**src/verilog/vdc_params.svh**
```systemverilog
`ifndef VDC_PARAMS_SVH
`define VDC_PARAMS_SVH

// short i/o address modifiers
`define VDC_AM_SUP_SIO      6'h2d
`define VDC_AM_NPRIV_SIO    6'h29

// location offsets inside the board's space
`define VDC_CH_FIRST_OFS    16'h0060
`define VDC_CH_LAST_OFS     16'h006e
`define VDC_CSR_OFS         16'h0070
`define VDC_FACTORY_BASE    16'h0060
`define VDC_LOCAL_MSB       4

// control and status word fields
`define VDC_CSR_UPDATE_BIT  0
`define VDC_CSR_PEND_BIT    1
`define VDC_CSR_DEFER_BIT   2
`define VDC_CSR_EXT_BIT     3
`define VDC_CSR_TWOS_BIT    4
`define VDC_CSR_NPRIV_BIT   5
`define VDC_CSR_CTRL_MSB    15
`define VDC_CSR_CTRL_LSB    8

// reset values
`define VDC_CH_RST          16'h0000
`define VDC_DAC_RST         16'h8000
`define VDC_CTRL_RST        8'h00

// timing: synchroniser depth on every pin
`define VDC_SYNC_STAGES     2

`endif

```
**src/verilog/vdc_pkg.sv**
```systemverilog
package vdc_pkg;

  typedef enum logic [1:0] {
    VDC_IDLE   = 2'b00,
    VDC_ACCESS = 2'b01,
    VDC_ACK    = 2'b11
  } vdc_bus_state_t;

  typedef enum logic {
    VDC_OFFSET_BIN = 1'b0,
    VDC_TWOS_COMP  = 1'b1
  } vdc_coding_t;

  typedef enum logic [1:0] {
    VDC_UPD_IMMEDIATE = 2'b00,
    VDC_UPD_PROGRAM   = 2'b01,
    VDC_UPD_EXTERNAL  = 2'b11
  } vdc_update_mode_t;

endpackage : vdc_pkg

```
**src/verilog/vdc_sync2.sv**
```systemverilog
`timescale 1ns/1ps
`default_nettype none

module vdc_sync2 #(
  parameter int          W       = 1,
  parameter logic [W-1:0] RST_VAL = '0
) (
  // clock and reset
  input  wire logic         i_mclk,
  input  wire logic         i_sys_rst,
  // asynchronous in, synchronised out
  input  wire logic [W-1:0] i_async,
  output logic      [W-1:0] o_sync
);

  logic [W-1:0] meta_ff;
  logic [W-1:0] sync_ff;

  // first stage is read only by the second
  always_ff @(posedge i_mclk) begin
    if (i_sys_rst) begin
      meta_ff <= RST_VAL;
      sync_ff <= RST_VAL;
    end else begin
      meta_ff <= i_async;
      sync_ff <= meta_ff;
    end
  end

  assign o_sync = sync_ff;

endmodule : vdc_sync2

`default_nettype wire

```
**src/verilog/vdc_config_decode.sv**
```systemverilog
`timescale 1ns/1ps
`default_nettype none
`include "vdc_params.svh"

// Notes on behaviour
// - low switches give expected A07..A05
// - high switches give expected A15..A08
// - switch on matches zero, off matches one
// - any address mismatch leaves board unselected
// - A00..A04 are zero, select locations
// - factory switches give base 0060 hex
// - only short i/o modifiers are decoded
// - no jumper: supervisory short i/o only
// - jumper fitted: non-privileged short i/o instead
// - coding jumpers pick offset binary or two's
// - default coding is offset binary
// - deferred jumper without trigger jumper: outputs wait for update command
// - no deferred jumper: writes update outputs directly
// - external trigger needs deferred jumper too
// - external trigger buffered before use
// - two latch stages per channel
// - eight channel words at 0060..006e
// - control and status word at 0070
// - one strobe updates all eight channels
module vdc_config_decode #(
  parameter int NCH = 8,
  parameter int DW  = 16
) (
  // clock and reset
  input  wire logic              i_mclk,
  input  wire logic              i_sys_rst,
  // vmebus slave, short i/o
  input  wire logic              i_as_n,
  input  wire logic              i_ds0_n,
  input  wire logic              i_ds1_n,
  input  wire logic              i_write_n,
  input  wire logic              i_iack_n,
  input  wire logic [15:1]       i_addr,
  input  wire logic [5:0]        i_am,
  input  wire logic [DW-1:0]     i_data,
  output logic      [DW-1:0]     o_data,
  output logic                   o_data_oe,
  output logic                   o_dtack_n,
  output logic                   o_dtack_oe,
  // second connector trigger
  input  wire logic              i_ext_trigger,
  // switches, 1 = on (closed)
  input  wire logic [3:0]        i_base_addr_low_switches,
  input  wire logic [7:0]        i_base_addr_high_switches,
  // jumpers, 1 = fitted
  input  wire logic              i_offset_binary_jumper,
  input  wire logic              i_twos_complement_jumper,
  input  wire logic              i_nonpriv_access_jumper,
  input  wire logic              i_deferred_update_jumper,
  input  wire logic              i_external_trigger_jumper,
  // converter side
  output logic      [NCH*DW-1:0] o_dac_code,
  output logic                   o_dac_load,
  output logic      [7:0]        o_ctrl_word,
  output logic      [15:0]       o_base_addr,
  output logic      [1:0]        o_update_mode
);

  ////////////////////////////////////////////////////////////////////////////
  // pin synchronisers

  localparam int PW = 60;
  localparam logic [PW-1:0] PIN_RST = {5'h1f, 55'h0};

  logic [PW-1:0] pins_async;
  logic [PW-1:0] pins_s;

  assign pins_async = {i_as_n, i_ds1_n, i_ds0_n, i_write_n, i_iack_n,
                       i_addr, i_am, i_data, i_ext_trigger,
                       i_base_addr_low_switches, i_base_addr_high_switches,
                       i_offset_binary_jumper, i_twos_complement_jumper,
                       i_nonpriv_access_jumper, i_deferred_update_jumper,
                       i_external_trigger_jumper};

  vdc_sync2 #(
    .W       (PW),
    .RST_VAL (PIN_RST)
  ) u_pin_sync (
    .i_mclk    (i_mclk),
    .i_sys_rst (i_sys_rst),
    .i_async   (pins_async),
    .o_sync    (pins_s)
  );

  wire       as_n_s     = pins_s[59];
  wire       ds1_n_s    = pins_s[58];
  wire       ds0_n_s    = pins_s[57];
  wire       write_n_s  = pins_s[56];
  wire       iack_n_s   = pins_s[55];
  wire [15:1] addr_s    = pins_s[54:40];
  wire [5:0] am_s       = pins_s[39:34];
  wire [15:0] data_s    = pins_s[33:18];
  wire       trig_s     = pins_s[17];
  wire [3:0] sw_low_s   = pins_s[16:13];
  wire [7:0] sw_high_s  = pins_s[12:5];
  wire       j_ofs_s    = pins_s[4];
  wire       j_twos_s   = pins_s[3];
  wire       j_npriv_s  = pins_s[2];
  wire       j_defer_s  = pins_s[1];
  wire       j_ext_s    = pins_s[0];

  ////////////////////////////////////////////////////////////////////////////
  // configuration from jumpers

  wire twos_sel = j_twos_s && !j_ofs_s;
  wire vdc_pkg::vdc_coding_t coding =
    twos_sel ? vdc_pkg::VDC_TWOS_COMP : vdc_pkg::VDC_OFFSET_BIN;
  wire ext_mode   = j_defer_s && j_ext_s;
  wire vdc_pkg::vdc_update_mode_t upd_mode =
    !j_defer_s ? vdc_pkg::VDC_UPD_IMMEDIATE :
    ext_mode   ? vdc_pkg::VDC_UPD_EXTERNAL  :
                 vdc_pkg::VDC_UPD_PROGRAM;

  ////////////////////////////////////////////////////////////////////////////
  // address decode

  // on (1) expects a zero, off (0) expects a one
  wire [15:5] base_expect = {~sw_high_s, ~sw_low_s[2:0]};
  wire [15:0] base_addr   = {base_expect, 5'h00};
  wire        base_hit    = (addr_s[15:5] == base_expect);

  wire [5:0] am_expect = j_npriv_s ? `VDC_AM_NPRIV_SIO
                                   : `VDC_AM_SUP_SIO;
  wire       am_hit    = (am_s == am_expect);

  wire [4:0] local_ofs = {addr_s[4:1], 1'b0};
  wire [4:0] ch_first  = 5'(`VDC_CH_FIRST_OFS);
  wire [4:0] ch_last   = 5'(`VDC_CH_LAST_OFS);
  wire [4:0] csr_ofs   = 5'(`VDC_CSR_OFS);
  wire       ch_hit    = (local_ofs >= ch_first) && (local_ofs <= ch_last);
  wire       csr_hit   = (local_ofs == csr_ofs);
  wire [2:0] ch_idx    = addr_s[3:1];

  wire strobe   = !as_n_s && (!ds0_n_s || !ds1_n_s) && iack_n_s;
  wire selected = strobe && base_hit && am_hit && (ch_hit || csr_hit);

  ////////////////////////////////////////////////////////////////////////////
  // bus handshake

  vdc_pkg::vdc_bus_state_t state_ff;
  vdc_pkg::vdc_bus_state_t nxt_state;

  wire ds_released = ds0_n_s && ds1_n_s;

  always_comb begin
    nxt_state = state_ff;
    unique case (state_ff)
      vdc_pkg::VDC_IDLE: begin
        if (selected) begin
          nxt_state = vdc_pkg::VDC_ACCESS;
        end
      end
      vdc_pkg::VDC_ACCESS: begin
        nxt_state = vdc_pkg::VDC_ACK;
      end
      vdc_pkg::VDC_ACK: begin
        if (ds_released) begin
          nxt_state = vdc_pkg::VDC_IDLE;
        end
      end
      default: begin
        nxt_state = vdc_pkg::VDC_IDLE;
      end
    endcase
  end

  always_ff @(posedge i_mclk) begin
    if (i_sys_rst) begin
      state_ff <= vdc_pkg::VDC_IDLE;
    end else begin
      state_ff <= nxt_state;
    end
  end

  // one write per cycle: only in the access state
  wire in_access = (state_ff == vdc_pkg::VDC_ACCESS);
  wire wr_en     = in_access && !write_n_s;
  wire rd_en     = in_access && write_n_s;
  wire [1:0] lanes = {!ds1_n_s, !ds0_n_s};

  ////////////////////////////////////////////////////////////////////////////
  // channel latches

  logic [DW-1:0] first_ff  [NCH];
  logic [DW-1:0] second_ff [NCH];
  logic [7:0]    ctrl_ff;
  logic          pend_ff;
  logic          trig_d_ff;
  logic          load_ff;

  function automatic logic [DW-1:0] merge(input logic [DW-1:0] old,
                                          input logic [DW-1:0] wd,
                                          input logic [1:0]    be);
    merge = {be[1] ? wd[DW-1:8] : old[DW-1:8], be[0] ? wd[7:0] : old[7:0]};
  endfunction : merge

  // msb flip turns two's complement into offset binary
  function automatic logic [DW-1:0] to_dac(input logic [DW-1:0] v,
                                           input logic           twos);
    to_dac = twos ? {~v[DW-1], v[DW-2:0]} : v;
  endfunction : to_dac

  wire ch_wr   = wr_en && ch_hit;
  wire csr_wr  = wr_en && csr_hit;
  wire upd_cmd = csr_wr && lanes[0] && data_s[`VDC_CSR_UPDATE_BIT];
  wire trig_rise = trig_s && !trig_d_ff;

  // program mode uses the command, external mode only the strobe
  wire xfer_all =
    ((upd_mode == vdc_pkg::VDC_UPD_PROGRAM) && upd_cmd) ||
    ((upd_mode == vdc_pkg::VDC_UPD_EXTERNAL) && trig_rise);
  wire immediate = (upd_mode == vdc_pkg::VDC_UPD_IMMEDIATE);

  wire [DW-1:0] ch_wdata = merge(first_ff[ch_idx], data_s, lanes);

  genvar g;
  generate
    for (g = 0; g < NCH; g++) begin : g_ch
      wire this_wr = ch_wr && (ch_idx == 3'(g));

      always_ff @(posedge i_mclk) begin
        if (i_sys_rst) begin
          first_ff[g] <= `VDC_CH_RST;
        end else if (this_wr) begin
          first_ff[g] <= ch_wdata;
        end
      end

      // second stage drives the converter
      always_ff @(posedge i_mclk) begin
        if (i_sys_rst) begin
          second_ff[g] <= `VDC_DAC_RST;
        end else if (immediate && this_wr) begin
          second_ff[g] <= to_dac(ch_wdata, coding == vdc_pkg::VDC_TWOS_COMP);
        end else if (xfer_all) begin
          second_ff[g] <= to_dac(first_ff[g], coding == vdc_pkg::VDC_TWOS_COMP);
        end
      end

      assign o_dac_code[g*DW +: DW] = second_ff[g];
    end
  endgenerate

  ////////////////////////////////////////////////////////////////////////////
  // control word, pending flag, trigger edge

  // a write in the transfer cycle keeps pending set
  wire pend_set = ch_wr && !immediate;
  wire pend_clr = xfer_all;

  always_ff @(posedge i_mclk) begin
    if (i_sys_rst) begin
      ctrl_ff   <= `VDC_CTRL_RST;
      pend_ff   <= 1'b0;
      trig_d_ff <= 1'b0;
      load_ff   <= 1'b0;
    end else begin
      if (csr_wr && lanes[1]) begin
        ctrl_ff <= data_s[`VDC_CSR_CTRL_MSB:`VDC_CSR_CTRL_LSB];
      end
      pend_ff   <= pend_set || (pend_ff && !pend_clr);
      trig_d_ff <= trig_s;
      load_ff   <= xfer_all || (immediate && ch_wr);
    end
  end

  ////////////////////////////////////////////////////////////////////////////
  // read data and bus drivers

  logic [DW-1:0] status_word;

  always_comb begin
    status_word = '0;
    status_word[`VDC_CSR_CTRL_MSB:`VDC_CSR_CTRL_LSB] = ctrl_ff;
    status_word[`VDC_CSR_PEND_BIT]  = pend_ff;
    status_word[`VDC_CSR_DEFER_BIT] = j_defer_s;
    status_word[`VDC_CSR_EXT_BIT]   = ext_mode;
    status_word[`VDC_CSR_TWOS_BIT]  = twos_sel;
    status_word[`VDC_CSR_NPRIV_BIT] = j_npriv_s;
  end

  wire [DW-1:0] rd_word = csr_hit ? status_word : first_ff[ch_idx];

  logic [DW-1:0] rdata_ff;
  logic          rd_oe_ff;
  logic          ack_ff;

  always_ff @(posedge i_mclk) begin
    if (i_sys_rst) begin
      rdata_ff <= '0;
      rd_oe_ff <= 1'b0;
      ack_ff   <= 1'b0;
    end else begin
      if (rd_en) begin
        rdata_ff <= rd_word;
      end
      rd_oe_ff <= (rd_en || rd_oe_ff) && (nxt_state == vdc_pkg::VDC_ACK);
      ack_ff   <= (nxt_state == vdc_pkg::VDC_ACK);
    end
  end

  assign o_data        = rdata_ff;
  assign o_data_oe     = rd_oe_ff;
  assign o_dtack_n     = !ack_ff;
  assign o_dtack_oe    = ack_ff;
  assign o_dac_load    = load_ff;
  assign o_ctrl_word   = ctrl_ff;
  assign o_base_addr   = base_addr;
  assign o_update_mode = upd_mode;

endmodule : vdc_config_decode

`default_nettype wire

```
**config.mk**
```make
export PLATFORM = sky130hd
export DESIGN_NAME = vdc_config_decode
export DESIGN_NICKNAME = d
export VERILOG_FILES = /design/src/verilog/vdc_pkg.sv /design/src/verilog/vdc_sync2.sv /design/src/verilog/vdc_config_decode.sv
export VERILOG_INCLUDE_DIRS = /design/src /design/src/verilog
export SDC_FILE = /design/constraint.sdc
export NUM_CORES = 1
export LEC_CHECK = 0
export ABC_AREA = 0
export BUFFER_PORTS_ARGS = -buffer_cell sky130_fd_sc_hd__buf_2
export CAP_MARGIN = 20
export CORE_UTILIZATION = 30
export CTS_BUF_LIST = sky130_fd_sc_hd__clkbuf_8 sky130_fd_sc_hd__clkbuf_16
export DETAILED_ROUTE_END_ITERATION = 8
export PLACE_DENSITY = 0.45
export SLEW_MARGIN = 20
export SYNTH_ARGS = -nofsm -noshare
export SYNTH_HDL_FRONTEND = slang
export SYNTH_SLANG_ARGS = --single-unit
```
**constraint.sdc**
```tcl
create_clock -name i_mclk -period 9.9 [get_ports i_mclk]
set_input_delay 0.495 -clock i_mclk [delete_from_list [all_inputs] [get_ports i_mclk]]
set_output_delay 0.495 -clock i_mclk [all_outputs]
set_load 0.02 [all_outputs]
```
==> impl_metrics.csv <==
group,metric,value,unit
clock_tree,cts_buffer_depth,3,
route,drc,0,
final_layout,area_delta_synth_final,20.2,%
global_route,antenna_found_initial,1,
final_layout,fin_area,19000,um^2
floorplanning,initial_utilization,0.306,
floorplanning,die-area,53600,um^2
synth,synth_warnings,0,
route,post_drt_wl_per_cell,21.0,um
floorplanning,io_pins,236,
synth,synth_edf_count,256,
clock_tree,cts_resized,0,
timing,rsz0062_at_grt,"false",
timing,relSlewSlack,0.294,
pwr,power_density,198,nW/um^2
critical_path,path_cells,"buf_4 > or4b_1 > nor4_4 > o21a_4 > buf_4 > nand2_1 > o21ai_0",
clock_tree,cts_setup_buffers,0,
synth,synth-seq-cells,405,
clock_tree,cts.reportedPaths.clkPinSlew,0.06,ns
final_layout,layout.cells.non_filler,2211,
clock_tree,cts_buffers,45,
floorplanning,core_area,51700,um^2
critical_path,path_class,"flop to flop",
global_route,grt_pass1_wl,67200,um
timing,whs,0.120,ns
pwr,ir_drop,126,uV
critical_path,crit_path_frequent_cell,"buf_4",
critical_path,crit_path_end_kind,"flop",
critical_path,cp.required,10.20,ns
synth,synthArstFlopShare,0,
global_route,grt_usage,0.171,
clock_tree,clock-sinks,405,
floorplanning,fp.dieW,232,um
final_layout,drive_gt1_frac,0.249,
min_path,hp-class,"primary input to flop",
route,drt_iter0_drc,925,
critical_path,crit_slowest_cell,"or4b_1",
timing,worst_pin_slew,1.05,ns
clock_tree,cts_htree_levels,2,
clock_tree,clk_latency,0.57,ns
floorplanning,fp.dieH,232,um
synth,synthFlopType,"edfxtp_1",
timing,hold_viol_final,0,
timing,max_freq,245,MHz
place,place_hpwl,32100,um
place,io_buffers,229,
run,drv_cap,0,
pwr,p_total,0.00375,W
synth,avgSynthCellArea,12.3,um^2
route,dr.pass1.iters,5,
route,via_per_inst,4.70,
critical_path,cp_top_family,"simple AND/OR/NAND/NOR gates",
timing,setup_viol,0,
global_route,grt_start_max_net_pins,90,
critical_path,r2r_slack,5.81,ns
critical_path,arrival,4.39,ns
final_layout,n_antenna_cell,0,
route,wirelength,46400,um
critical_path,start_kind,"flop",
clock_tree,cts-root-buf,"clkbuf_16",
critical_path,crit_fanout,89,
timing,fin_worst_skew,0.0269,ns
synth,netlist_area,15800,um^2
timing,min_period_over_period,0.413,
clock_tree,cts_tree,"done",
synth,synth_cells,1280,
global_route,grt_pass1_vias,10276,
timing,min_period,4.09,ns
route,drtAntennaViolNets,0,
critical_path,path_buf_inv,2,
place,dpl_cell_area,17500,um^2
synth,synthDistinctLibCells,51,
critical_path,crit_path_max_incr_delay,1.04,ns
timing,finalSetupTns,0,ns
place,place.gp.congestion,0.797,
place,post-place-cells,2129,
route,vias,10398,
floorplanning,rows,83,
global_route,overflow,0,
clock_tree,hold_buffers,0,
final_layout,nets,1558,
run_status,status,"finished clean",
synth,seq_area_frac_synth,0.675,
final_layout,final.fill_count,5144,
timing,finalMaxSlewViolations,0,
pwr,p_leak,7.20,nW
sequential cells by signal (all words and copies together) (netlist names), 2 cells and up:
name and cells:
state_ff 2, o_data 16, o_ctrl_word 8, u_pin_sync.meta_ff 59, u_pin_sync.o_sync 59, second_ff 128
first_ff 128
synth_stat cells (4+ instances only):
| master | number | share of area |
|---|---|---|
| a21oi_1 | 15 | 0.0047 |
| a32oi_1 | 9 | 0.0050 |
| buf_1 | 4 | 0.00095 |
| buf_2 | 28 | 0.0089 |
| buf_4 | 7 | 0.0033 |
| buf_6 | 17 | 0.012 |
| clkbuf_1 | 38 | 0.0090 |
| dfxtp_1 | 149 | 0.19 |
| edfxtp_1 | 256 | 0.49 |
| inv_1 | 21 | 0.0050 |
| mux2i_1 | 24 | 0.015 |
| mux4_2 | 30 | 0.043 |
| nand2_1 | 168 | 0.040 |
| nand2b_1 | 4 | 0.0016 |
| nand3_1 | 10 | 0.0032 |
| nand4_1 | 4 | 0.0016 |
| nor2_1 | 152 | 0.036 |
| nor2b_1 | 115 | 0.046 |
| o21ai_0 | 100 | 0.032 |
| o21ai_1 | 60 | 0.019 |
| or2_2 | 11 | 0.0044 |
| xnor2_1 | 11 | 0.0061 |
| xor2_1 | 9 | 0.0050 |
kinds of logic after synthesis:
group	synth area share
buffers and inverters	0.0393
AO/OA/AOI/OAI	0.0692
multiplexers	0.0594
XOR/XNOR	0.0121
AND/OR/NAND/NOR	0.145
other	0.000237
flip-flops	0.675
worst reg2reg max path: stages (launching register included):
cell	delay, ns
dfxtp_2	0.30
buf_4	0.33
or4b_1	1.06
nor4_4	0.43
o21a_4	0.48
buf_4	0.78
nand2_1	0.21
o21ai_0	0.24
path summary, 6_finish.rpt:
check | start | end | depth (start not counted)
worst max-delay path | u_pin_sync.o_sync[41] | second_ff[1][21] | 7
worst min register to register | u_pin_sync.meta_ff[57] | u_pin_sync.o_sync[57] | 1
worst min-delay path | i_iack_n | u_pin_sync.meta_ff[55] | 2
worst max register to register | u_pin_sync.o_sync[41] | second_ff[1][21] | 7
placed cells by master, fill, tap and decap left out, drive strengths merged, types with 9 or more instances in the layout:
cell type / count
a21oi: 15
or2: 11
clkinv: 13
xnor2: 11
inv: 37
nor2: 152
edfxtp: 256
clkbuf: 48
buf: 259
a32oi: 9
mux4: 30
dfxtp: 149
xor2: 10
nor2b: 115
nand2: 168
nand3: 10
o21ai: 160
mux2i: 24
where the power goes:
group	leakage (nW)	switching (W)	total, W	internal [W]
Sequential	3.83	0.0000286	0.00188	0.00185
Clock	0.762	0.000665	0.00164	0.000977
Combinational	2.60	0.000157	0.000232	0.0000748
Total	7.20	0.000851	0.00375	0.00290
cell type report:
type	instances	area [um^2]	area share
Tap cell	680	851	0.0448
Clock inverter	34	280	0.0148
Clock buffer	48	1170	0.0614
Inverter	21	78.8	0.00415
Sequential cell	405	10700	0.562
Multi-Input combinational cell	764	4580	0.241
Timing Repair Buffer	259	1370	0.0723
routing by layer:
metal  GRT usage  share of wire  vias up
met3      0.0278          0.049       76
met5           0              0        -
met4      0.0549          0.028        0
met2       0.288           0.49      302
li1            -              -     4876
met1       0.224           0.43     5144
metrics by stage:
stage | setup WS [ns] | utilization
final | 5.81 | 0.367
after global routing | 5.55 | 0.367
after CTS | 5.82 | 0.367
after detailed placement | 5.83 | 0.339
after global placement | 5.85 | 0.339
after floorplan | 6.35 | -
Power figures use the tool's default switching activity.
